$ cat config.mk
export PLATFORM = sky130hd
export DESIGN_NAME = umcl_modem_ctrl
export DESIGN_NICKNAME = d
export VERILOG_FILES = /design/src/umcl_pkg.sv /design/src/umcl_modem_ctrl.sv /design/src/umcl_pin_sync.sv
export SDC_FILE = /design/constraint.sdc
export NUM_CORES = 1
export LEC_CHECK = 0
export BUFFER_PORTS_ARGS = -buffer_cell sky130_fd_sc_hd__buf_2
export CAP_MARGIN = 15
export CORE_MARGIN = 2
export CORE_UTILIZATION = 43
export DETAILED_ROUTE_END_ITERATION = 10
export PLACE_DENSITY = 0.84
export SYNTH_ARGS = -nofsm -noshare
export SYNTH_HDL_FRONTEND = slang
export SYNTH_SLANG_ARGS = --single-unit
$ cat constraint.sdc
create_clock -name sys_clk -period 1.6 [get_ports sys_clk]
set_input_delay 0.48 -clock sys_clk [delete_from_list [all_inputs] [get_ports sys_clk]]
set_output_delay 0.48 -clock sys_clk [all_outputs]
set_load 0.05 [all_outputs]
$ cat src/umcl_pkg.sv
/*
 * Constants shared by the modem-control and loopback block: register
 * offsets, field positions, reset values, pin idle level and bus states.
 * Assumes a byte-addressed Avalon-MM slave with 32-bit data words.
 */
package umcl_pkg;

    ////////////////////////////////////////////////////////////////////////
    // Register byte offsets
    localparam logic [3:0] UMCL_OFS_MLC = 4'h0;
    localparam logic [3:0] UMCL_OFS_SPC = 4'h4;
    localparam logic [3:0] UMCL_OFS_IER = 4'h8;
    localparam logic [3:0] UMCL_OFS_MSR = 4'hC;

    ////////////////////////////////////////////////////////////////////////
    // Modem line control fields
    localparam int UMCL_MLC_DTR = 0;
    localparam int UMCL_MLC_RTS = 1;
    localparam int UMCL_MLC_AUX = 2;
    localparam int UMCL_MLC_GATE = 3;
    localparam int UMCL_MLC_LOOP = 4;
    localparam int UMCL_MLC_W = 5;
    localparam logic [UMCL_MLC_W-1:0] UMCL_MLC_RESET = 5'h00;
    localparam logic [2:0] UMCL_MLC_RSVD = 3'h7;

    ////////////////////////////////////////////////////////////////////////
    // Serial port control and interrupt enable fields
    localparam int UMCL_SPC_WRAP_IE = 0;
    localparam logic UMCL_SPC_RESET = 1'h0;
    localparam int UMCL_IER_W = 4;
    localparam logic [UMCL_IER_W-1:0] UMCL_IER_RESET = 4'h0;

    ////////////////////////////////////////////////////////////////////////
    // Modem status fields, read as active-high
    localparam int UMCL_MSR_CTS = 0;
    localparam int UMCL_MSR_DSR = 1;
    localparam int UMCL_MSR_RI = 2;
    localparam int UMCL_MSR_DCD = 3;

    ////////////////////////////////////////////////////////////////////////
    // Pin idle level and bus state machine
    localparam logic UMCL_PIN_IDLE = 1'h1;

    typedef enum logic [1:0] {
        UMCL_BUS_IDLE = 2'b01,
        UMCL_BUS_ACK = 2'b10
    } umcl_bus_state_type;

endpackage : umcl_pkg
$ cat src/umcl_modem_ctrl.sv
/*
 * Modem-control and loopback block of a FIFO serial port: the modem line
 * control register, the loop interrupt enable and interrupt enable
 * registers, handshake outputs, interrupt gating and internal loopback.
 * Assumes the transmitter and receiver run on sys_clk, that modem and
 * receive pins are asynchronous and idle high, and an Avalon-MM master.
 */
// Notes on behaviour
// - Reserved bits 7..5 read one, writes ignored
// - Bit 4 selects loopback test mode
// - Loopback feeds transmit stream into receiver
// - Loopback holds transmit pin at one
// - Loopback ignores external receive pin
// - Loopback drives modem inputs from modem outputs
// - Loopback interrupt gated by loop enable, ier
// - Normal mode: bit 3 gates port interrupt
// - Bit 2 only feeds ring input in loopback
// - Bit 1 set drives request-to-send low
// - Bit 0 set drives terminal-ready low
module umcl_modem_ctrl #(
    parameter int IRQ_W = umcl_pkg::UMCL_IER_W
) (
    input wire logic sys_clk,
    input wire logic resetn,
    input wire logic clk_en,
    input wire logic [3:0] avs_address,
    input wire logic avs_read,
    input wire logic avs_write,
    input wire logic [31:0] avs_writedata,
    input wire logic [3:0] avs_byteenable,
    output logic [31:0] avs_readdata,
    output logic avs_waitrequest,
    input wire logic tx_serial_in,
    output logic tx_pin,
    input wire logic rx_pin,
    output logic rx_data_out,
    input wire logic cts_pin_n,
    input wire logic dsr_pin_n,
    input wire logic ri_pin_n,
    input wire logic dcd_pin_n,
    output logic rts_n,
    output logic dtr_n,
    output logic cts_n_int,
    output logic dsr_n_int,
    output logic ri_n_int,
    output logic dcd_n_int,
    input wire logic [IRQ_W-1:0] irq_sources,
    output logic port_irq,
    output logic loop_active
);
    import umcl_pkg::*;

    ////////////////////////////////////////////////////////////////////////
    // Declarations
    umcl_bus_state_type bus_state;
    umcl_bus_state_type next_bus_state;
    logic [UMCL_MLC_W-1:0] mlc;
    logic wrap_ie;
    logic [IRQ_W-1:0] ier;
    logic [4:0] pin_sync;
    logic rx_sync;
    logic cts_sync_n;
    logic dsr_sync_n;
    logic ri_sync_n;
    logic dcd_sync_n;
    logic bus_req;
    logic bus_take;
    logic wr_take;
    logic lane0;
    logic sel_mlc;
    logic sel_spc;
    logic sel_ier;
    logic sel_msr;
    logic loop_on;
    logic next_cts_n;
    logic next_dsr_n;
    logic next_ri_n;
    logic next_dcd_n;
    logic next_rx;
    logic irq_pending;
    logic next_irq;
    logic [31:0] next_readdata;

    // Address match used by every select below
    function automatic logic hit(input logic [3:0] addr,
                                 input logic [3:0] ofs);
        hit = (addr == ofs);
    endfunction : hit

    ////////////////////////////////////////////////////////////////////////
    // Pin synchronisers; nothing reads a raw pin
    umcl_pin_sync #(
        .WIDTH(5)
    ) u_pin_sync (
        .sys_clk(sys_clk),
        .resetn(resetn),
        .clk_en(clk_en),
        .async_in({dcd_pin_n, ri_pin_n, dsr_pin_n, cts_pin_n, rx_pin}),
        .sync_out(pin_sync)
    );

    assign rx_sync = pin_sync[0];
    assign cts_sync_n = pin_sync[1];
    assign dsr_sync_n = pin_sync[2];
    assign ri_sync_n = pin_sync[3];
    assign dcd_sync_n = pin_sync[4];

    ////////////////////////////////////////////////////////////////////////
    // Bus decode; a request is seen in IDLE, accepted in ACK
    assign bus_req = avs_read | avs_write;
    assign bus_take = clk_en & bus_req & ~avs_waitrequest;
    assign wr_take = bus_take & avs_write;
    assign lane0 = avs_byteenable[0];
    assign sel_mlc = hit(avs_address, UMCL_OFS_MLC);
    assign sel_spc = hit(avs_address, UMCL_OFS_SPC);
    assign sel_ier = hit(avs_address, UMCL_OFS_IER);
    assign sel_msr = hit(avs_address, UMCL_OFS_MSR);

    // Read mux; unmapped offsets read zero
    always_comb begin
        next_readdata = 32'h0000_0000;
        if (sel_mlc) begin
            next_readdata[7:0] = {UMCL_MLC_RSVD, mlc};
        end else if (sel_spc) begin
            next_readdata[UMCL_SPC_WRAP_IE] = wrap_ie;
        end else if (sel_ier) begin
            next_readdata[IRQ_W-1:0] = ier;
        end else if (sel_msr) begin
            next_readdata[UMCL_MSR_CTS] = ~cts_n_int;
            next_readdata[UMCL_MSR_DSR] = ~dsr_n_int;
            next_readdata[UMCL_MSR_RI] = ~ri_n_int;
            next_readdata[UMCL_MSR_DCD] = ~dcd_n_int;
        end
    end

    // Two-state handshake: one wait cycle, then one accept cycle
    always_comb begin
        next_bus_state = bus_state;
        case (bus_state)
            UMCL_BUS_IDLE: begin
                if (bus_req) begin
                    next_bus_state = UMCL_BUS_ACK;
                end
            end
            UMCL_BUS_ACK: begin
                next_bus_state = UMCL_BUS_IDLE;
            end
            default: begin
                next_bus_state = UMCL_BUS_IDLE;
            end
        endcase
    end

    // Handshake registers; read data latched as waitrequest drops
    always_ff @(posedge sys_clk) begin
        if (!resetn) begin
            bus_state <= UMCL_BUS_IDLE;
            avs_waitrequest <= 1'b1;
            avs_readdata <= 32'h0000_0000;
        end else if (clk_en) begin
            bus_state <= next_bus_state;
            avs_waitrequest <= (next_bus_state != UMCL_BUS_ACK);
            if (bus_state == UMCL_BUS_IDLE && avs_read) begin
                avs_readdata <= next_readdata;
            end
        end
    end

    ////////////////////////////////////////////////////////////////////////
    // Control registers; only byte lane 0 carries fields
    always_ff @(posedge sys_clk) begin
        if (!resetn) begin
            mlc <= UMCL_MLC_RESET;
            wrap_ie <= UMCL_SPC_RESET;
            ier <= UMCL_IER_RESET;
        end else if (wr_take && lane0) begin
            if (sel_mlc) begin
                mlc <= avs_writedata[UMCL_MLC_W-1:0];
            end else if (sel_spc) begin
                wrap_ie <= avs_writedata[UMCL_SPC_WRAP_IE];
            end else if (sel_ier) begin
                ier <= avs_writedata[IRQ_W-1:0];
            end
        end
    end

    ////////////////////////////////////////////////////////////////////////
    // Loopback selection of receive data and modem inputs
    assign loop_on = mlc[UMCL_MLC_LOOP];
    // The transmit stream is taken before the pin flop, so the echo
    // does not wait on the pin path; pin sync latency is skipped too
    assign next_rx = loop_on ? tx_serial_in : rx_sync;
    // Inputs follow the output pin levels, active low like the pins
    assign next_dsr_n = loop_on ? ~mlc[UMCL_MLC_DTR] : dsr_sync_n;
    assign next_cts_n = loop_on ? ~mlc[UMCL_MLC_RTS] : cts_sync_n;
    assign next_ri_n = loop_on ? ~mlc[UMCL_MLC_AUX] : ri_sync_n;
    assign next_dcd_n = loop_on ? ~mlc[UMCL_MLC_GATE] : dcd_sync_n;

    ////////////////////////////////////////////////////////////////////////
    // Interrupt gate: loop enable in test mode, bit 3 otherwise
    assign irq_pending = |(ier & irq_sources);
    assign next_irq = irq_pending
        & (loop_on ? wrap_ie : mlc[UMCL_MLC_GATE]);

    ////////////////////////////////////////////////////////////////////////
    // Output flops; pins idle high until released from reset
    always_ff @(posedge sys_clk) begin
        if (!resetn) begin
            tx_pin <= UMCL_PIN_IDLE;
            rx_data_out <= UMCL_PIN_IDLE;
            rts_n <= UMCL_PIN_IDLE;
            dtr_n <= UMCL_PIN_IDLE;
            cts_n_int <= UMCL_PIN_IDLE;
            dsr_n_int <= UMCL_PIN_IDLE;
            ri_n_int <= UMCL_PIN_IDLE;
            dcd_n_int <= UMCL_PIN_IDLE;
            port_irq <= 1'b0;
            loop_active <= 1'b0;
        end else if (clk_en) begin
            tx_pin <= loop_on ? UMCL_PIN_IDLE : tx_serial_in;
            rx_data_out <= next_rx;
            rts_n <= ~mlc[UMCL_MLC_RTS];
            dtr_n <= ~mlc[UMCL_MLC_DTR];
            cts_n_int <= next_cts_n;
            dsr_n_int <= next_dsr_n;
            ri_n_int <= next_ri_n;
            dcd_n_int <= next_dcd_n;
            port_irq <= next_irq;
            loop_active <= loop_on;
        end
    end
endmodule : umcl_modem_ctrl

$ cat src/umcl_pin_sync.sv
/*
 * Two-flop synchroniser bank for pins that arrive from outside the
 * clock domain. Assumes inputs idle high, so both stages reset to one.
 */
module umcl_pin_sync #(
    parameter int WIDTH = 1
) (
    input wire logic sys_clk,
    input wire logic resetn,
    input wire logic clk_en,
    input wire logic [WIDTH-1:0] async_in,
    output logic [WIDTH-1:0] sync_out
);
    import umcl_pkg::*;

    ////////////////////////////////////////////////////////////////////////
    // One pair of flops per pin; the first stage feeds only the second
    genvar gi;
    generate
        for (gi = 0; gi < WIDTH; gi++) begin : g_sync
            logic stage1;
            always_ff @(posedge sys_clk) begin
                if (!resetn) begin
                    stage1 <= UMCL_PIN_IDLE;
                    sync_out[gi] <= UMCL_PIN_IDLE;
                end else if (clk_en) begin
                    stage1 <= async_in[gi];
                    sync_out[gi] <= stage1;
                end
            end
        end
    endgenerate

endmodule : umcl_pin_sync

# --- After elaboration in Yosys (flattened, before gate mapping) ---
# Cells that the tools add are included.
word_totals:
  n_memories: 0
  input_bits: 55
  mem_bits_ro: 0
  output_inout_bits: 43
  mem_bits_rw: 0
  latch_bits: 0
  reg_bits: 41
classes:
  add_sub_neg: 0
  bitwise: 17
  n_mul: 0
  n_mux: 15
  div_mod_pow: 0
  reduce_logical: 8
  n_eq_ne: 5
  order_cmp: 0
  n_shift: 0
op_table:
  columns: ["cell", "count"]
  rows:
  - ["4-bit 2-to-1 mux", 4]
  - ["1-bit inverter", 11]
  - ["4-bit == test, second input constant", 2]
  - ["1-bit 2-to-1 mux", 8]
  - ["1-bit bitwise AND", 4]
  - ["4-bit bitwise AND", 1]
  - ["4-bit by 3-bit == test with 1-bit output, second input constant", 1]
  - ["4-bit logical NOT", 1]
  - ["2-bit 2-to-1 mux", 2]
  - ["2-bit AND reduction", 2]
  - ["4-bit AND reduction", 1]
  - ["4-bit OR reduction", 1]
  - ["3-bit 2-to-1 mux", 1]
  - ["3-bit AND reduction", 1]
  - ["2-bit by 1-bit == test with 1-bit output, second input constant", 1]
  - ["1-bit logical AND", 2]
  - ["2-bit != test, second input constant", 1]
  - ["1-bit OR", 1]

# --- Logic depth before layout (Yosys ltp) ---
logic_depth:
  depth_word: 6
  mapped_depth: 6
  ltp_nobuf: 3

# --- Cells and area by module ---
# Synthesis repeated with hierarchy kept, for this count alone.
unflattened:
  hier_cells: 206
  area_unflattened_um2: 1890.6
by_module_without_submodules:
  columns: ["mod", "seq_area_each_um2", "area_each_um2", "n_inst", "cells_each"]
  rows:
  - ["umcl_modem_ctrl", 580.6, 1537.7, 1, 174]
  - ["umcl_pin_sync", 200.2, 352.8, 1, 32]

# --- Worst setup path after synthesis ---
# No wires, ideal clock.
synth_path:
  path_type: "register -> register"
  from: "register avs_waitrequest"
  to: "register ier[0]"
  t_required_ps: 1481
  stages_incl_launch_ff: 6
  setup_slack_ps: 58
  period_less_slack_ps: 1542
  arrival_ps: 1424
  path_cell_list: "dfxtp_1 -> and4b_4 -> buf_6 -> and4b_1 -> buf_6 -> mux2i_1"
synth_via:
  elab_chain_len: 5
synth_rtl:
  columns: ["element", "line_no", "source"]
  rows:
  - ["start: declaration", "umcl_modem_ctrl.sv:32", "output logic avs_waitrequest,"]
  - ["start signal: assignment", "umcl_modem_ctrl.sv:162", "avs_waitrequest <= (next_bus_state != UMCL_BUS_ACK);"]
  - ["1-bit inverter", "umcl_modem_ctrl.sv:111", "assign bus_take = clk_en & bus_req & ~avs_waitrequest;"]
  - ["1-bit bitwise AND", "umcl_modem_ctrl.sv:111", null]
  - ["1-bit bitwise AND", "umcl_modem_ctrl.sv:112", "assign wr_take = bus_take & avs_write;"]
  - ["1-bit logical AND", "umcl_modem_ctrl.sv:176", "end else if (wr_take && lane0) begin"]
  - ["4-bit AND reduction (no line)", null, null]
  - ["end signal: assignment", "umcl_modem_ctrl.sv:182", "ier <= avs_writedata[IRQ_W-1:0];"]
  - ["end: declaration", "umcl_modem_ctrl.sv:59", "logic [IRQ_W-1:0] ier;"]
# Every way passes these cells.
# A chain may end at the register's enable or synchronous reset.

# --- Worst setup path after layout ---
layout_path:
  from: "register dcd_n_int"
  to: "output dcd_n_int"
layout_lines:
  columns: ["element", "line_no", "source"]
  rows:
  - ["start: declaration", "umcl_modem_ctrl.sv:46", "output logic dcd_n_int,"]
  - ["start signal: assignment", "umcl_modem_ctrl.sv:227", "dcd_n_int <= next_dcd_n;"]
# No word-level cell between the ends.

==> flow_summary.toml <==
[global_routing]
via_count_of_the_first_global_routing_pass = 1393
globalRouteTotalUtil_pct = 16.73
grt_pass1_wl_um = 6444
pin_count_of_the_biggest_net_entering_global_routing = 28
grt_overflow_total = 0
antenna_violations_before_repair = 0

[setup_path]
path_cells = "buf_2"
crit_path_start_kind = "flip-flop"
crit_buf_inv = 1
worst_setup_path_end_kind = "primary output"
cp_data_arrival_time_ns = 0.97
worstSetupStartpoint = "dcd_n_int"
worst_path_largest_cell_delay_ns = 0.39
cpMaxStageDelayCell = "sky130_fd_sc_hd__dfxtp_1"
worst-path-max-fanout = 3
worstReg2RegStart = "avs_waitrequest"
critical_path_class = "reg -> out"
worst_path_dominant_cell_family = "flip-flops"
cp.required_ns = 1.12

[sta]
fin_setup_tns_ns = 0
final.setup_skew_ns = 0.009936
grt_setup_unrepaired = "false"
holdWs_ns = 0.3965
final_max_slew_violation_count = 0
final.min_clock_period_ns = 1.452
timing.fmax_ghz = 0.6887
setup_viol_count_final = 0
period_share_pct = 90.75
final_hold_viol_count = 0

[clock_tree]
cts_post_setup_buffers_inserted = 0
root_buffer = "sky130_fd_sc_hd__clkbuf_8"
cts-hold-fix-buffers = 0
cts_inserted_buffers = 5
clkLatencyLatePin_ns = 0.29
cts_buffer_depth = 2
clock_sinks = 39
cts_tree = "built"
cts.repair.resized = 0
cts.clk_slew.worst_paths_ns = 0.08
h_tree_depth = 2

[synthesis]
synthesis.area_per_instance_um2 = 9.109
synth_largest_type_area_fraction_pct = 41.41
synthTopCellsByCount = "39 x sky130_fd_sc_hd__dfxtp_1, 34 x sky130_fd_sc_hd__nand2_1, 26 x sky130_fd_sc_hd__buf_4, 18 x sky130_fd_sc_hd__mux2i_1, 13 x sky130_fd_sc_hd__o21ai_0"
synthArstFlopShare_pct = 0
post_synth_edffs = 0
netlist_instances = 207
synth_cell_type_count = 30
synthesis.area_um2 = 1886
synth_top_cells_by_area = "sky130_fd_sc_hd__dfxtp_1 41%, sky130_fd_sc_hd__buf_4 10%, sky130_fd_sc_hd__mux2i_1 9.6%"
seq_area_frac_synth_pct = 41.41
ys.warnings.count = 0
synth.largest_area_cell = "sky130_fd_sc_hd__dfxtp_1"
synth-main-ff-cell = "sky130_fd_sc_hd__dfxtp_1"
synth-seq-cells = 39
yosysMostFrequentCell = "sky130_fd_sc_hd__dfxtp_1"

[detailed_routing]
dr.first_iter.drc_count = 89
via_count = 1494
antenna_violating_nets_post_route = 0
drt-vias-per-instance = 4.914
wire_per_inst_um = 12.70
wirelength_um = 3862
post-route-drc-count = 0
drt_pass1_iterations = 4

[min_path]
worstHoldStart = "dsr_pin_n"
worst_min_delay_path_category = "in -> reg"

[finish]
fillers = 421
finalInstanceArea_um2 = 2157
area_growth_pct = 14.40
drive_above_1_share_pct = 26.19
design.final.nets = 306
num_antenna_cells = 0

[flow_run]
drv_cap = 0

[die]
rows = 24
design.die.area_um2 = 4931
die_w_um = 70.22
ios = 98
die_y_um = 70.22
initial_core_util_pct = 43.91
placeableCoreArea_um2 = 4294

[power_and_ir_drop]
power.total_w = 0.002033
power_per_cell_area_nw_per_um2 = 942.4
vdd_ir_drop_max_mv = 0.5040
power.leakage_nw = 0.9423

[status]
result_of_the_run = "finished clean"

[place]
globalplace.congestion = 0.8412
placement.io_buffers = 43
detailed_place.area_um2 = 2072
dp_hpwl_um = 2846
registers in the layout, indices dropped and copies added, names as in the netlist:
name,count
avs_readdata,6
avs_waitrequest,1
bus_state,2
cts_n_int,1
dcd_n_int,1
dsr_n_int,1
dtr_n,1
ier,4
loop_active,1
mlc,5
port_irq,1
ri_n_int,1
rts_n,1
rx_data_out,1
tx_pin,1
u_pin_sync.g_sync.stage1,5
u_pin_sync.sync_out,5
wrap_ie,1
final cells by class:
| cell class | instances | area [um2] | share of cell area (%) |
|---|---|---|---|
| clock buffers | 6 | 72.57 | 3.364 |
| clock inverters | 2 | 12.51 | 0.5800 |
| inverters | 1 | 3.754 | 0.1740 |
| multi-input cells | 150 | 912.1 | 42.29 |
| flip-flops and latches | 39 | 780.7 | 36.19 |
| well taps | 52 | 65.06 | 3.016 |
| repair buffers | 54 | 310.3 | 14.39 |
cells in the final DEF (no fill, tap or decap), types with 6 or more instances in the layout:
cell type | Yosys | routed
sky130_fd_sc_hd__a21boi_1 | 6 | 6
sky130_fd_sc_hd__dfxtp_1 | 39 | 39
sky130_fd_sc_hd__o21ai_0 | 13 | 13
sky130_fd_sc_hd__nand2_1 | 34 | 34
sky130_fd_sc_hd__o211ai_1 | 9 | 9
sky130_fd_sc_hd__buf_2 | 4 | 43
sky130_fd_sc_hd__nor2_1 | 6 | 6
sky130_fd_sc_hd__nand3_1 | 9 | 9
sky130_fd_sc_hd__mux2i_1 | 18 | 18
sky130_fd_sc_hd__buf_4 | 26 | 10
sky130_fd_sc_hd__conb_1 | 1 | 24
worst paths after layout:
check / end / slack [ns] / depth (start not counted)
worst max-delay path: dcd_n_int / 0.15 / 1
worst min-delay path: u_pin_sync.g_sync[2].stage1 / 0.40 / 3
worst max register to register: ier[3] / 0.27 / 3
worst min register to register: u_pin_sync.g_sync[3].stage1 / 0.47 / 2
tightest hold or removal path, stage by stage:
cell	delay, ns
sky130_fd_sc_hd__buf_2	0.07
sky130_fd_sc_hd__mux2i_1	0.05
sky130_fd_sc_hd__nand2_1	0.06
layer usage:
layer  vias to the layer above  GRT usage (%)  share of wire (%)
li1                        749              -                  -
met1                       682          19.77                 43
met2                        54          27.57                 48
met3                         9          5.483                6.5
met4                         0          7.265                2.1
met5                         -              0                  0
stage by stage:
step	instances	util [%]	worst slack [ns]
2_1_floorplan	230	-	0.05758
3_3_place_gp	296	48.25	0.01767
3_5_place_dp	296	48.25	-0.01895
4_1_cts	304	50.23	0.1432
5_1_grt	304	50.23	0.1002
6_report	304	50.23	0.1480
where the power goes:
part / leakage [nW] / internal, W / switching [W]
clock: 0.0412 / 0.000304 / 0.000342
sequential: 0.318 / 0.00100 / 0.0000182
combinational: 0.583 / 0.0000948 / 0.000272
cell families after synthesis:
group                  after synthesis  synth area share (%)
AOI/OAI and AO/OA                   37                 12.94
buffers and inverters               41                 14.80
DFF                                 39                 41.41
muxes                               21                 11.94
other                                1                0.1989
and+or+nand+nor                     68                 18.71
(Power assumes the default switching activity.)
